==> src/verilog/fhcr_cfg.svh <==
`ifndef FHCR_CFG_SVH
`define FHCR_CFG_SVH
`define FHCR_ADDR_COMMAND      7'h00
`define FHCR_ADDR_OWNER        7'h01
`define FHCR_ADDR_BUFCTRL      7'h02
`define FHCR_ADDR_WATERMARK    7'h03
`define FHCR_ADDR_FILL         7'h04
`define FHCR_ADDR_DATA         7'h05
`define FHCR_CMD_STANDBY_BIT   7
`define FHCR_CMD_RADIO_OFF_BIT 6
`define FHCR_CMD_CODE_MSB      4
`define FHCR_OWN_UNLOCK_BIT    7
`define FHCR_OWN_HOST_BIT      6
`define FHCR_OWN_MODULE_BIT    5
`define FHCR_OWN_LINK_MSB      3
`define FHCR_OWN_LINK_LSB      2
`define FHCR_BC_SIZE_BIT       7
`define FHCR_BC_UPPER_BIT      6
`define FHCR_BC_LOWER_BIT      5
`define FHCR_BC_CLEAR_BIT      4
`define FHCR_BC_WM_MSB_BIT     2
`define FHCR_SIZE_SMALL        10'h0ff
`define FHCR_SIZE_LARGE        10'h200
`define FHCR_DEPTH             512
`define FHCR_RST_COMMAND       8'h00
`define FHCR_RST_OWNER         8'h00
`define FHCR_RST_WATERMARK     8'h00
`define FHCR_RST_ADDR          7'h00
`define FHCR_RST_SIZE_SMALL    1'b0
`define FHCR_RST_WM_MSB        1'b0
`define FHCR_RST_COUNT         10'h000
`define FHCR_RST_RDATA         8'h00
`endif

==> src/verilog/fhcr_pkg.sv <==
package fhcr_pkg;
  typedef logic [6:0] fhcr_addr_type;
  typedef logic [7:0] fhcr_byte_type;
  typedef logic [9:0] fhcr_count_type;
  typedef enum logic [1:0] {
    FHCR_LINK_OFF      = 2'h0,
    FHCR_LINK_SPI      = 2'h1,
    FHCR_LINK_TWO_SLOW = 2'h2,
    FHCR_LINK_TWO_STD  = 2'h3
  } fhcr_link_type;
endpackage : fhcr_pkg

==> src/verilog/fhcr_top.sv <==
`timescale 1ns/1ps
`default_nettype none
`include "fhcr_cfg.svh"

module fhcr_top
  import fhcr_pkg::*;
(
  input  wire logic                    ref_clk,          // System clock, 20 MHz.
  input  wire logic                    rst_b,            // Asynchronous reset, active low.
  input  wire logic                    reg_sel,          // Register access strobe.
  input  wire logic                    reg_wr,           // One writes, zero reads.
  input  wire logic                    reg_addr_load,    // Loads the address pointer.
  input  wire fhcr_pkg::fhcr_addr_type reg_addr,         // Address to load.
  input  wire fhcr_pkg::fhcr_byte_type reg_wdata,        // Write data.
  output logic                         reg_ack,          // Access done, one cycle.
  output fhcr_pkg::fhcr_byte_type      reg_rdata,        // Read data.
  output fhcr_pkg::fhcr_addr_type      addr_ptr,         // Current address pointer.
  output logic                         device_power_down,// Power-down state.
  output logic                         radio_power_down, // Receiver and transmitter off.
  output logic [4:0]                   command_code,     // Selected command code.
  output logic                         host_owns_bus,    // Host owns the bus.
  output logic                         module_owns_bus,  // Module owns the bus.
  output fhcr_pkg::fhcr_link_type      module_link_select,// Module interface choice.
  output logic                         upper_fill_warning,// Upper fill warning.
  output logic                         lower_fill_warning,// Lower fill warning.
  output fhcr_pkg::fhcr_count_type     fill_count        // Bytes held.
);
  import fhcr_pkg::*;

  // ----------------------------------------------------------------
  // Reset release
  // ----------------------------------------------------------------
  logic rst_meta_r;
  logic rst_sync_r;
  always_ff @(posedge ref_clk or negedge rst_b) begin
    if (!rst_b) begin
      rst_meta_r <= 1'b0;
      rst_sync_r <= 1'b0;
    end else begin
      rst_meta_r <= 1'b1;
      rst_sync_r <= rst_meta_r;
    end
  end

  // ----------------------------------------------------------------
  // Access decode
  // ----------------------------------------------------------------
  function automatic logic fhcr_hit(input fhcr_addr_type a, input logic [6:0] b);
    fhcr_hit = (a == b);
  endfunction : fhcr_hit

  // Ring pointers wrap at the selected size. A size change while bytes are held
  // scrambles their order, which is why software clears the buffer first.
  function automatic fhcr_count_type fhcr_wrap_inc(input fhcr_count_type p,
                                                  input fhcr_count_type lim);
    fhcr_wrap_inc = (p == fhcr_count_type'(lim - 10'h001)) ? 10'h000
                  : fhcr_count_type'(p + 10'h001);
  endfunction : fhcr_wrap_inc

  fhcr_addr_type  ptr_r;
  fhcr_addr_type  ptr_nxt;
  fhcr_addr_type  cur_addr;
  fhcr_count_type count_r;
  fhcr_count_type count_nxt;
  fhcr_count_type size_now;
  fhcr_count_type wm_full;
  fhcr_count_type head_r;
  fhcr_count_type tail_r;
  fhcr_byte_type  cmd_r;
  fhcr_byte_type  own_r;
  fhcr_byte_type  wm_r;
  logic           size_small_r;
  logic           wm_msb_r;
  fhcr_byte_type  mem [`FHCR_DEPTH];
  fhcr_byte_type  rd_mux;

  assign cur_addr = reg_addr_load ? reg_addr : ptr_r;

  wire wr_any  = reg_sel && reg_wr;
  wire rd_any  = reg_sel && !reg_wr;
  wire wr_cmd  = wr_any && fhcr_hit(cur_addr, `FHCR_ADDR_COMMAND);
  wire wr_own  = wr_any && fhcr_hit(cur_addr, `FHCR_ADDR_OWNER);
  wire wr_bc   = wr_any && fhcr_hit(cur_addr, `FHCR_ADDR_BUFCTRL);
  wire wr_wm   = wr_any && fhcr_hit(cur_addr, `FHCR_ADDR_WATERMARK);
  wire is_data = fhcr_hit(cur_addr, `FHCR_ADDR_DATA);
  wire flush   = wr_bc && reg_wdata[`FHCR_BC_CLEAR_BIT];
  wire full    = (count_r >= size_now);
  wire empty   = (count_r == 10'h000);
  // Overfilling or overdrawing is dropped; the count never wraps.
  wire push    = wr_any && is_data && !full && !flush;
  wire pop     = rd_any && is_data && !empty;

  // ----------------------------------------------------------------
  // Address pointer
  // ----------------------------------------------------------------
  assign ptr_nxt = !reg_sel ? cur_addr
                 : is_data  ? cur_addr
                 : fhcr_addr_type'(cur_addr + 7'h01);

  // ----------------------------------------------------------------
  // Ownership arbitration
  // ----------------------------------------------------------------
  wire own_req_host = reg_wdata[`FHCR_OWN_HOST_BIT];
  wire own_req_mod  = reg_wdata[`FHCR_OWN_MODULE_BIT];
  wire own_unlocked = own_r[`FHCR_OWN_UNLOCK_BIT];
  // Setting a bit needs a prior unlock; a request for both is refused whole.
  wire own_sets     = (own_req_host && !own_r[`FHCR_OWN_HOST_BIT]) ||
                      (own_req_mod && !own_r[`FHCR_OWN_MODULE_BIT]);
  wire own_ok       = !(own_req_host && own_req_mod) &&
                      (own_unlocked || !own_sets);
  fhcr_byte_type own_nxt;
  always_comb begin
    own_nxt = own_r;
    if (wr_own) begin
      own_nxt[`FHCR_OWN_UNLOCK_BIT] = reg_wdata[`FHCR_OWN_UNLOCK_BIT];
      own_nxt[`FHCR_OWN_LINK_MSB:`FHCR_OWN_LINK_LSB] =
        reg_wdata[`FHCR_OWN_LINK_MSB:`FHCR_OWN_LINK_LSB];
      if (own_ok) begin
        own_nxt[`FHCR_OWN_HOST_BIT]   = own_req_host;
        own_nxt[`FHCR_OWN_MODULE_BIT] = own_req_mod;
      end
    end else if (wr_any && own_unlocked) begin
      own_nxt[`FHCR_OWN_UNLOCK_BIT] = 1'b0;
    end
  end

  // ----------------------------------------------------------------
  // Fill level and warnings
  // ----------------------------------------------------------------
  assign size_now  = size_small_r ? `FHCR_SIZE_SMALL : `FHCR_SIZE_LARGE;
  assign wm_full   = {1'b0, (wm_msb_r && !size_small_r), wm_r};
  assign count_nxt = flush ? 10'h000
                   : (push && !pop) ? fhcr_count_type'(count_r + 10'h001)
                   : (pop && !push) ? fhcr_count_type'(count_r - 10'h001)
                   : count_r;
  wire fhcr_upper = fhcr_count_type'(size_now - count_r) <= wm_full;
  wire fhcr_lower = count_r <= wm_full;

  // ----------------------------------------------------------------
  // Read mux
  // ----------------------------------------------------------------
  always_comb begin
    rd_mux = 8'h00;
    unique case (cur_addr)
      `FHCR_ADDR_COMMAND:   rd_mux = {cmd_r[7:6], 1'b0, cmd_r[4:0]};
      `FHCR_ADDR_OWNER:     rd_mux = {own_r[7:5], 1'b0, own_r[3:2], 2'h0};
      `FHCR_ADDR_BUFCTRL:   rd_mux = {size_small_r, fhcr_upper, fhcr_lower, 1'b0,
                                      1'b0, wm_msb_r, count_r[9:8]};
      `FHCR_ADDR_WATERMARK: rd_mux = wm_r;
      `FHCR_ADDR_FILL:      rd_mux = count_r[7:0];
      `FHCR_ADDR_DATA:      rd_mux = empty ? 8'h00 : mem[tail_r[8:0]];
      default:              rd_mux = 8'h00;
    endcase
  end

  // ----------------------------------------------------------------
  // Next values
  // ----------------------------------------------------------------
  fhcr_byte_type  cmd_nxt;
  fhcr_byte_type  wm_nxt;
  fhcr_byte_type  rdata_nxt;
  fhcr_count_type head_nxt;
  fhcr_count_type tail_nxt;
  logic           size_small_nxt;
  logic           wm_msb_nxt;
  logic           ack_nxt;

  // The reserved command bit is stored as zero so that it always reads back zero.
  assign cmd_nxt        = wr_cmd ? {reg_wdata[7:6], 1'b0, reg_wdata[4:0]}
                                 : cmd_r;
  assign wm_nxt         = wr_wm ? reg_wdata : wm_r;
  assign size_small_nxt = wr_bc ? reg_wdata[`FHCR_BC_SIZE_BIT] : size_small_r;
  assign wm_msb_nxt     = wr_bc ? reg_wdata[`FHCR_BC_WM_MSB_BIT] : wm_msb_r;
  // Flush restarts both ring pointers together; the buffer reads empty because flush also zeroes the count.
  assign head_nxt       = flush ? `FHCR_RST_COUNT
                        : push  ? fhcr_wrap_inc(head_r, size_now)
                        : head_r;
  assign tail_nxt       = flush ? `FHCR_RST_COUNT
                        : pop   ? fhcr_wrap_inc(tail_r, size_now)
                        : tail_r;
  assign ack_nxt        = reg_sel;
  assign rdata_nxt      = rd_any ? rd_mux : reg_rdata;

  // ----------------------------------------------------------------
  // Address pointer register
  // ----------------------------------------------------------------
  always_ff @(posedge ref_clk or negedge rst_sync_r) begin
    if (!rst_sync_r) begin
      ptr_r <= `FHCR_RST_ADDR;
    end else begin
      ptr_r <= ptr_nxt;
    end
  end

  // ----------------------------------------------------------------
  // Command register
  // ----------------------------------------------------------------
  always_ff @(posedge ref_clk or negedge rst_sync_r) begin
    if (!rst_sync_r) begin
      cmd_r <= `FHCR_RST_COMMAND;
    end else begin
      cmd_r <= cmd_nxt;
    end
  end

  // ----------------------------------------------------------------
  // Ownership register
  // ----------------------------------------------------------------
  always_ff @(posedge ref_clk or negedge rst_sync_r) begin
    if (!rst_sync_r) begin
      own_r <= `FHCR_RST_OWNER;
    end else begin
      own_r <= own_nxt;
    end
  end

  // ----------------------------------------------------------------
  // Watermark register
  // ----------------------------------------------------------------
  always_ff @(posedge ref_clk or negedge rst_sync_r) begin
    if (!rst_sync_r) begin
      wm_r <= `FHCR_RST_WATERMARK;
    end else begin
      wm_r <= wm_nxt;
    end
  end

  // ----------------------------------------------------------------
  // Buffer size selection
  // ----------------------------------------------------------------
  always_ff @(posedge ref_clk or negedge rst_sync_r) begin
    if (!rst_sync_r) begin
      size_small_r <= `FHCR_RST_SIZE_SMALL;
    end else begin
      size_small_r <= size_small_nxt;
    end
  end

  // ----------------------------------------------------------------
  // Watermark extension bit
  // ----------------------------------------------------------------
  always_ff @(posedge ref_clk or negedge rst_sync_r) begin
    if (!rst_sync_r) begin
      wm_msb_r <= `FHCR_RST_WM_MSB;
    end else begin
      wm_msb_r <= wm_msb_nxt;
    end
  end

  // ----------------------------------------------------------------
  // Fill count
  // ----------------------------------------------------------------
  always_ff @(posedge ref_clk or negedge rst_sync_r) begin
    if (!rst_sync_r) begin
      count_r <= `FHCR_RST_COUNT;
    end else begin
      count_r <= count_nxt;
    end
  end

  // ----------------------------------------------------------------
  // Write pointer
  // ----------------------------------------------------------------
  always_ff @(posedge ref_clk or negedge rst_sync_r) begin
    if (!rst_sync_r) begin
      head_r <= `FHCR_RST_COUNT;
    end else begin
      head_r <= head_nxt;
    end
  end

  // ----------------------------------------------------------------
  // Read pointer
  // ----------------------------------------------------------------
  always_ff @(posedge ref_clk or negedge rst_sync_r) begin
    if (!rst_sync_r) begin
      tail_r <= `FHCR_RST_COUNT;
    end else begin
      tail_r <= tail_nxt;
    end
  end

  // ----------------------------------------------------------------
  // Access acknowledge
  // ----------------------------------------------------------------
  always_ff @(posedge ref_clk or negedge rst_sync_r) begin
    if (!rst_sync_r) begin
      reg_ack <= 1'b0;
    end else begin
      reg_ack <= ack_nxt;
    end
  end

  // ----------------------------------------------------------------
  // Read data
  // ----------------------------------------------------------------
  always_ff @(posedge ref_clk or negedge rst_sync_r) begin
    if (!rst_sync_r) begin
      reg_rdata <= `FHCR_RST_RDATA;
    end else begin
      reg_rdata <= rdata_nxt;
    end
  end

  // Storage has no reset so that it maps onto plain RAM.
  always_ff @(posedge ref_clk) begin
    if (push) begin
      mem[head_r[8:0]] <= reg_wdata;
    end
  end

  // ----------------------------------------------------------------
  // Outputs
  // ----------------------------------------------------------------
  assign addr_ptr           = ptr_r;
  assign device_power_down  = cmd_r[`FHCR_CMD_STANDBY_BIT];
  assign radio_power_down   = cmd_r[`FHCR_CMD_RADIO_OFF_BIT];
  assign command_code       = cmd_r[`FHCR_CMD_CODE_MSB:0];
  assign host_owns_bus      = own_r[`FHCR_OWN_HOST_BIT];
  assign module_owns_bus    = own_r[`FHCR_OWN_MODULE_BIT];
  assign module_link_select = fhcr_link_type'(own_r[`FHCR_OWN_LINK_MSB:`FHCR_OWN_LINK_LSB]);
  assign upper_fill_warning = fhcr_upper;
  assign lower_fill_warning = fhcr_lower;
  assign fill_count         = count_r;

endmodule : fhcr_top
`default_nettype wire
==> config.mk <==
export PLATFORM = sky130hd
export DESIGN_NAME = fhcr_top
export DESIGN_NICKNAME = d
export VERILOG_FILES = /design/src/verilog/fhcr_pkg.sv /design/src/verilog/fhcr_top.sv
export VERILOG_INCLUDE_DIRS = /design/src /design/src/verilog
export SDC_FILE = /design/constraint.sdc
export NUM_CORES = 2
export LEC_CHECK = 0
export ABC_AREA = 1
export ABC_CLOCK_PERIOD_IN_PS = 4100
export BUFFER_PORTS_ARGS = -buffer_cell sky130_fd_sc_hd__buf_2
export CAP_MARGIN = 20
export CORE_AREA = 5 5 761 763
export DETAILED_ROUTE_END_ITERATION = 12
export DIE_AREA = 0 0 766 768
export SYNTH_ARGS = -nofsm -noshare
export SYNTH_HDL_FRONTEND = slang
export SYNTH_SLANG_ARGS = --single-unit
==> constraint.sdc <==
create_clock -name ref_clk -period 4.1 [get_ports ref_clk]
set_input_delay 0.205 -clock ref_clk [delete_from_list [all_inputs] [get_ports ref_clk]]
set_output_delay 0.205 -clock ref_clk [all_outputs]
set_load 0.03 [all_outputs]
-- After elaboration in Yosys (flattened, before gate mapping)
Memories as Yosys holds them, arrays and structs flattened.
Index checks and enable logic that the tools add are counted.
- add/subtract/negate cells: 7
- equal/unequal tests: 7
- multiplexer cells: 19
- $lt $le $gt $ge: 3
- reduce and logical (&&, ||, !) cells: 40
- operator list (cell ; number):
    2-to-1 mux 10 bit ; 10
    one-hot mux 8 bit (6 select lines) ; 1
    adder 10 x 1 -> 10 bit, second input constant ; 3
    2-to-1 mux 7 bit ; 3
    == test 10 bit ; 2
    less-or-equal comparator 10 x 9 -> 1 bit ; 2
    logical AND 1 bit ; 20
    subtractor 10 x 1 -> 10 bit, second input constant ; 2
    == test 7 x 2 -> 1 bit, second input constant ; 2
    == test 7 x 3 -> 1 bit, second input constant ; 2
    logical NOT 1 bit ; 11
    greater-or-equal comparator 10 bit ; 1
    logical NOT 10 bit ; 1
    subtractor 10 bit ; 1
    2-to-1 mux 8 bit ; 1
    adder 7 x 1 -> 7 bit, second input constant ; 1
    == test 7 x 1 -> 1 bit, second input constant ; 1
    logical NOT 7 bit ; 1
    nonzero test 2 bit ; 3
    2-to-1 mux 1 bit ; 4
    nonzero test 3 bit ; 1
    logical OR 1 bit ; 2
    AND reduction 2 bit ; 1
- word-level logic and storage cells: 92
- input bits: 20
- RAM bits: 4096
- memories kept: 1
- flip-flop bits (word level): 70
- output and inout bits: 39
- memory list (memory ; depth ; width ; read ports ; clocked after Yosys merged registers in ; wr ports ; RTL line ; source):
    mem ; 512 ; 8 ; 1 ; 0 ; 1 ; fhcr_top.sv:74 ; fhcr_byte_type mem [`FHCR_DEPTH];

-- Logic depth before layout (Yosys ltp)
- depth after elaboration: 11
- gate-level depth with buffers: 22
- gate-level depth less buffers: 22

-- Worst setup path after synthesis
No wires, ideal clock.
- path type: register -> register
- start: register count_r[1], in the netlist fill_count[1]
- end: register reg_rdata[6]
- data required time: 4035 ps
- cell stages (with the launch flop): 21
- path buffers: 0
- data arrival time: 3637 ps
- library setup time: 65 ps
- setup slack: 398 ps
- path through: dfrtp_1 > inv_1 > ha_1 > nand2_1 > o21ai_0 > a31oi_1 > xnor2_1 > ha_1 > a21oi_1 > o21ai_0 > a21oi_1 > nor2_1 > o21ai_0 > nand2_1 > a21boi_0 > nand3_1 > nand2_1 > inv_1 > nand2_1 > nand2_1 > nand2_1
- cells in the longest elaborated chain, start to end: 3
- RTL lines (item ; RTL line ; source):
    from (decl) ; fhcr_top.sv:63 ; fhcr_count_type count_r;
    from (signal assigned) ; fhcr_top.sv:255 ; count_r <= `FHCR_RST_COUNT;
    from (signal assigned) ; fhcr_top.sv:257 ; count_r <= count_nxt;
    subtractor 10 bit ; fhcr_top.sv:136 ; wire fhcr_upper = fhcr_count_type'(size_now - count_r) <= wm_full;
    less-or-equal comparator 10 x 9 -> 1 bit ; fhcr_top.sv:136 ;
    via upper_fill_warning ; fhcr_top.sv:24 ; output logic upper_fill_warning,
    one-hot mux 8 bit (6 select lines) ; fhcr_top.sv:144 ; unique case (cur_addr)
    to (signal assigned) ; fhcr_top.sv:299 ; reg_rdata <= `FHCR_RST_RDATA;
    to (signal assigned) ; fhcr_top.sv:301 ; reg_rdata <= rdata_nxt;
    to (decl) ; fhcr_top.sv:16 ; output fhcr_pkg::fhcr_byte_type reg_rdata,
The timed path passes the listed nets, and every way through them passes these cells.
A chain may end at the register's enable or synchronous reset.

-- Worst setup path after layout
- start: register size_small_r
- end: output upper_fill_warning
- cells in the longest elaborated chain, start to end: 3
- RTL lines (item ; RTL line ; source):
    from (decl) ; fhcr_top.sv:72 ; logic size_small_r;
    from (signal assigned) ; fhcr_top.sv:233 ; size_small_r <= `FHCR_RST_SIZE_SMALL;
    from (signal assigned) ; fhcr_top.sv:235 ; size_small_r <= size_small_nxt;
    2-to-1 mux 10 bit (no source line) / logical NOT 1 bit (equally long branches) ; n/a ;
    subtractor 10 bit / logical AND 1 bit (equally long branches) ; fhcr_top.sv:136, fhcr_top.sv:131 ;
    less-or-equal comparator 10 x 9 -> 1 bit * ; fhcr_top.sv:136 ;
    to (decl) ; fhcr_top.sv:24 ;
Every way passes the cells marked *; elsewhere a longest branch is shown, timed or not.

==> results by stage <==
Detailed routing:
- The first-pass iteration count of the detailed router is 9.
- Summed over all layers, the routed wires come to 500 mm.
- The via density per instance is 4.97.
- The count of nets left with antenna violations once routing finished came out at 0.
- The wire length per cell after detailed routing is 21.6 µm.
- Detailed routing inserted a total of around 110k vias.
- After detailed routing, the number of remaining DRC violations is 0.
- The first routing iteration left between 10000 and 15000 violations.

Synthesis:
- For this run, the leading register cell type out of synthesis is sky130_fd_sc_hd__edfxtp_1.
- The number of nets handed over by synthesis was 14700.
- The mapped netlist covers 171000 µm².
- Synthesis produced a netlist whose cell count is between 10000 and 15000.
- The yosys synthesis warning count is 0.
- The register bit count reported by yosys is approximately 4200.
- The mean cell area of the mapped netlist is 11.6 µm².
- Of all cell types, the one taking the most synthesized area is sky130_fd_sc_hd__edfxtp_1.
- By area the synthesized netlist is led by sky130_fd_sc_hd__edfxtp_1 (72%), sky130_fd_sc_hd__nand2_1 (11%), sky130_fd_sc_hd__nand3_1 (9.7%), sky130_fd_sc_hd__buf_2 (1.6%), sky130_fd_sc_hd__nor2_1 (1.2%).
- The share of the Yosys chip area taken by registers is 73.0%.
- The count of flip-flops with a built-in enable after synthesis is between 4000 and 5000.
- In the post-synthesis netlist, the cell with the most instances is sky130_fd_sc_hd__nand2_1.
- The number of distinct library cells after synthesis is 55.
- For this run, asynchronously set or reset flops after synthesis account for 1.68%.
- The commonest cells after synthesis are sky130_fd_sc_hd__nand2_1 (5015), sky130_fd_sc_hd__edfxtp_1 (4096), sky130_fd_sc_hd__nand3_1 (3302).
- After synthesis, the largest area contributor takes up approximately 72% of total cell area.

Worst setup path:
- In this run the worst path has a maximum fanout of 7.
- The cell depth of the worst setup path is 16.
- The signal on the critical path passes through buf_8 -> ha_4 -> buf_6 -> a31oi_4 -> nor2_2 -> nor3_2 -> xor2_1 -> ha_1 -> nand3_2 -> nor2_2 -> inv_1 -> o21bai_1 -> inv_1 -> nand2_1 -> a21boi_2 -> buf_6.
- The startpoint identified for the worst register-to-register timing path is size_small_r.
- The critical path launch point type is a flip-flop.
- The slowest stage of the critical path belongs to the cell sky130_fd_sc_hd__dfrtp_1.
- In this run the critical register-to-register path is captured at mem[203][4].
- The data arrival time at the worst-slack endpoint is 3.81 ns.
- The launching instance or port of the critical path is size_small_r.
- For the worst setup path, the data required time is 3.89 ns.
- For this run, the slowest stage of the critical path takes 0.43 ns.
- The sort of element at the end of the critical path is an output port.
- The worst register-to-register path has a depth of 17.
- The kind of cell adding the most delay to the critical path is buffers and inverters.
- Together, buffers and inverters on the worst path number 5.
- The setup slack of the most critical reg-to-reg path is 0.12 ns.
- The category of the critical setup timing path is reg2out.
- Following the worst setup path forward leads to its endpoint at upper_fill_warning.

Layout:
- Measured on the finished design, the core utilization comes to 35.0%.
- Compared with the post-synthesis result, the final layout area differs by 16.8%.
- After filler insertion, the fill cell instance count of the layout stands at 55200.
- The finished cells cover approximately 200000 µm².
- The post-route netlist has about 11% of its cells at a drive strength greater than 1.
- The number of nets at the end of the flow is 15300.

Floorplanning:
- The height of the die is 768 µm.
- During I/O placement, the number of pins put on the boundary was ~60.
- The die extent in x is 766 µm.
- The die covers 588000 µm².
- The floorplan row count is 278.
- The core region is around 570000 µm².
- For this configuration, the core starts out at a cell density of roughly 30%.

Power and ir drop:
- The switching share of total power is 34.0%.
- The total power is 116000 µW.
- Registers are responsible for approximately two fifths of the overall power.
- The switching power is 39500 µW.
- In this run the static leakage power is around 0.071 µW.
- The worst ir drop on vdd is 0.565 mV.
- The total power density per cell area is 582 nW/µm².
- The share of total power dissipated in the clock network is 32.1%.
- The share of total power in combinational logic is 27.4%.
- Cell internal power was estimated by the tool at slightly below 80000 µW.

Placed design:
- The count of input and output buffers is 58.
- The total placed instance area is 186000 µm².
- The routability-driven placement congestion ratio is 0.871.
- The half-perimeter wire length after placement is about 290 mm.
- Prior to clock tree synthesis, the placed netlist has a worst setup slack of approximately 0.24 ns.

Run status:
- The flow ran to the end, but the final reports show violations.
- The checks that failed: hold timing.

Run:
- The count of maximum capacitance violations is 0.

Global route:
- The layer carrying the most global-route usage is met2.
- The wire length of the first global-routing pass is roughly 730 mm.
- The final global-route overflow total is 0.
- Global routing consumed, on the met3 layer, 2.94% of the routing resources.
- The combined global-route utilization of all metal layers is 16.2%.
- The initial antenna violation count is 21.
- Entering global routing, the biggest net connects approximately 140 pins.
- The number of global-route vias before repair is 109000.
- The met1 track utilization from global routing is 22.1%.
- The met2 track demand over resource in global routing is 25.9%.

STA:
- The clock period minus final worst setup slack is 4.01 ns.
- The final number of hold-violating endpoints is 1.
- For the final database, setup skew stands at approximately 0.093 ns.
- The maximum frequency from static timing analysis is ~250 MHz.
- The max-slew violation count is 0.
- Setup violations remaining at the end of the flow were counted as 0.
- The worst path uses 97.9% of the clock period.
- Setup total negative slack on the finished layout was measured at 0 ns.
- The worst pin sits at a relative slew slack of 21.4%.
- Setup repair after global routing could not meet its margin everywhere.
- On the final layout, the worst hold slack is -0.0214 ns.
- The worst-margin pin slew is 1.17 ns.
- The setup slack of the critical path after layout is 0.0875 ns.

CTS:
- The count of H-tree levels built during CTS is 5.
- In this run, CTS created clock tree buffers numbering 432.
- For the worst-skew pair, the clock arrives at the later sink with an insertion delay of 1.01 ns.
- The maximum count of clock buffers along a single path is 4.
- Clock-pin slew was measured on the worst setup and hold paths at 0.06 ns.
- The clock net in this run drives a total of 4166 sinks.
- TritonCTS built the clock tree.
- Clock tree synthesis selected as its root buffer the cell sky130_fd_sc_hd__clkbuf_16.

Worst hold path:
- The path class of the tightest hold or removal check is in2reg.
[worst min-delay path by stage]
stage / depth (start not counted) / endpoint / from / slack [ns]
floorplan: 0 / rst_meta_r / rst_b / -0.09
global placement: 1 / rst_meta_r / rst_b / -0.009
finish: 5 / addr_ptr[1] / reg_addr_load / -0.02
detailed placement: 1 / rst_meta_r / rst_b / -0.003
CTS: 3 / rst_sync_r / rst_b / 0.008
global route: 5 / addr_ptr[1] / reg_addr_load / 0.001
[logic make-up after synthesis]
group	share of synthesized area [%]
AO/OA/AOI/OAI	1.33
XOR/XNOR	0.138
adder cells (fa/ha/maj)	0.345
buffers and inverters	2.96
flip-flops	73.0
multiplexers	0.0132
other	0.00219
AND/OR/NAND/NOR	22.2
[layout make-up]
type / instances / area, µm² / share of cell area, %
Sequential cell: 4166 / 125000 / 62.5
Inverter: 108 / 470 / 0.236
Clock buffer: 567 / 11500 / 5.74
Clock inverter: 222 / 1880 / 0.943
Tap cell: 7560 / 9460 / 4.74
Multi-Input combinational cell: 9435 / 41400 / 20.7
Antenna cell: 7 / 17.5 / 0.00877
Timing Repair Buffer: 1082 / 10300 / 5.13
[power groups by stage]
stage               registers (µW)  clock network (µW)  logic [µW]
finish                       47100               37300       31900
global route                 47100               39700       34300
global placement             48000                   0       30800
detailed placement           48000                   0       31000
floorplan                    48000                   0       18500
CTS                          47100               37900       31300
[placed cells by master (no fill, tap or decap), types with 5 or more instances in the layout]
master                             n
sky130_fd_sc_hd__clkinv_2         64
sky130_fd_sc_hd__bufinv_16        20
sky130_fd_sc_hd__buf_12          161
sky130_fd_sc_hd__nand2_2          10
sky130_fd_sc_hd__nand2_4          17
sky130_fd_sc_hd__clkbuf_8          9
sky130_fd_sc_hd__xor2_1           20
sky130_fd_sc_hd__nand2_1        5009
sky130_fd_sc_hd__buf_4           818
sky130_fd_sc_hd__buf_8            10
sky130_fd_sc_hd__buf_2            49
sky130_fd_sc_hd__diode_2           7
sky130_fd_sc_hd__clkinvlp_4       11
sky130_fd_sc_hd__nand3_1        3298
sky130_fd_sc_hd__dfrtp_1          61
sky130_fd_sc_hd__nor3_1           16
sky130_fd_sc_hd__nor2_2            8
sky130_fd_sc_hd__a21boi_0         13
sky130_fd_sc_hd__dfrtp_4           7
sky130_fd_sc_hd__inv_8             5
sky130_fd_sc_hd__inv_1            93
sky130_fd_sc_hd__inv_6             8
sky130_fd_sc_hd__o21ai_0          43
sky130_fd_sc_hd__nor2_1          547
sky130_fd_sc_hd__o21ai_1           5
sky130_fd_sc_hd__dlygate4sd3_1    39
sky130_fd_sc_hd__nand4_1           9
sky130_fd_sc_hd__edfxtp_1       4096
sky130_fd_sc_hd__clkbuf_16       435
sky130_fd_sc_hd__inv_2             5
sky130_fd_sc_hd__clkbuf_1        123
sky130_fd_sc_hd__clkinv_1        103
sky130_fd_sc_hd__o211ai_1         13
sky130_fd_sc_hd__xnor2_1           6
sky130_fd_sc_hd__clkinv_16        10
sky130_fd_sc_hd__a21oi_1         289
sky130_fd_sc_hd__o22ai_1          27
sky130_fd_sc_hd__ha_1             36
sky130_fd_sc_hd__ha_4              8
[worst min-delay path: stages]
cell and delay (ns):
sky130_fd_sc_hd__buf_2 0.17, sky130_fd_sc_hd__o21ai_1 0.29, sky130_fd_sc_hd__ha_1 0.16, sky130_fd_sc_hd__nand2_1 0.04, sky130_fd_sc_hd__o21ai_0 0.08
[stage by stage]
stage / hold WS [ns] / instances
floorplan: -0.0906 / 14700
global placement: -0.00932 / 22300
detailed placement: -0.00297 / 22300
CTS: 0.00829 / 23100
global route: 0.00100 / 23100
finish: -0.0214 / 23100
[sequential cells by signal, summed over array words and instances (netlist names)]
name and count:
addr_ptr 7, cmd_r 7, fill_count 10, head_r 10, mem 4096, own_r 5
reg_ack 1, reg_rdata 8, rst_meta_r 1, rst_sync_r 1, size_small_r 1, tail_r 10
wm_msb_r 1, wm_r 8
[what timing repair did]
item                                    CTS  global route
endpoints found under the setup margin    1           197
hold endpoints to repair                984             0
setup buffers                             3            14
resized for setup                        28            17
hold buffers                             39             0
pin swaps                                 6            19
[per-layer routing]
metal,up-vias,part of all wire [%]
met5,-,0.0082
met4,6,4.0
met3,930,8.6
met2,5070,46
met1,56300,41
li1,52700,-
(Power assumes the default switching activity.)
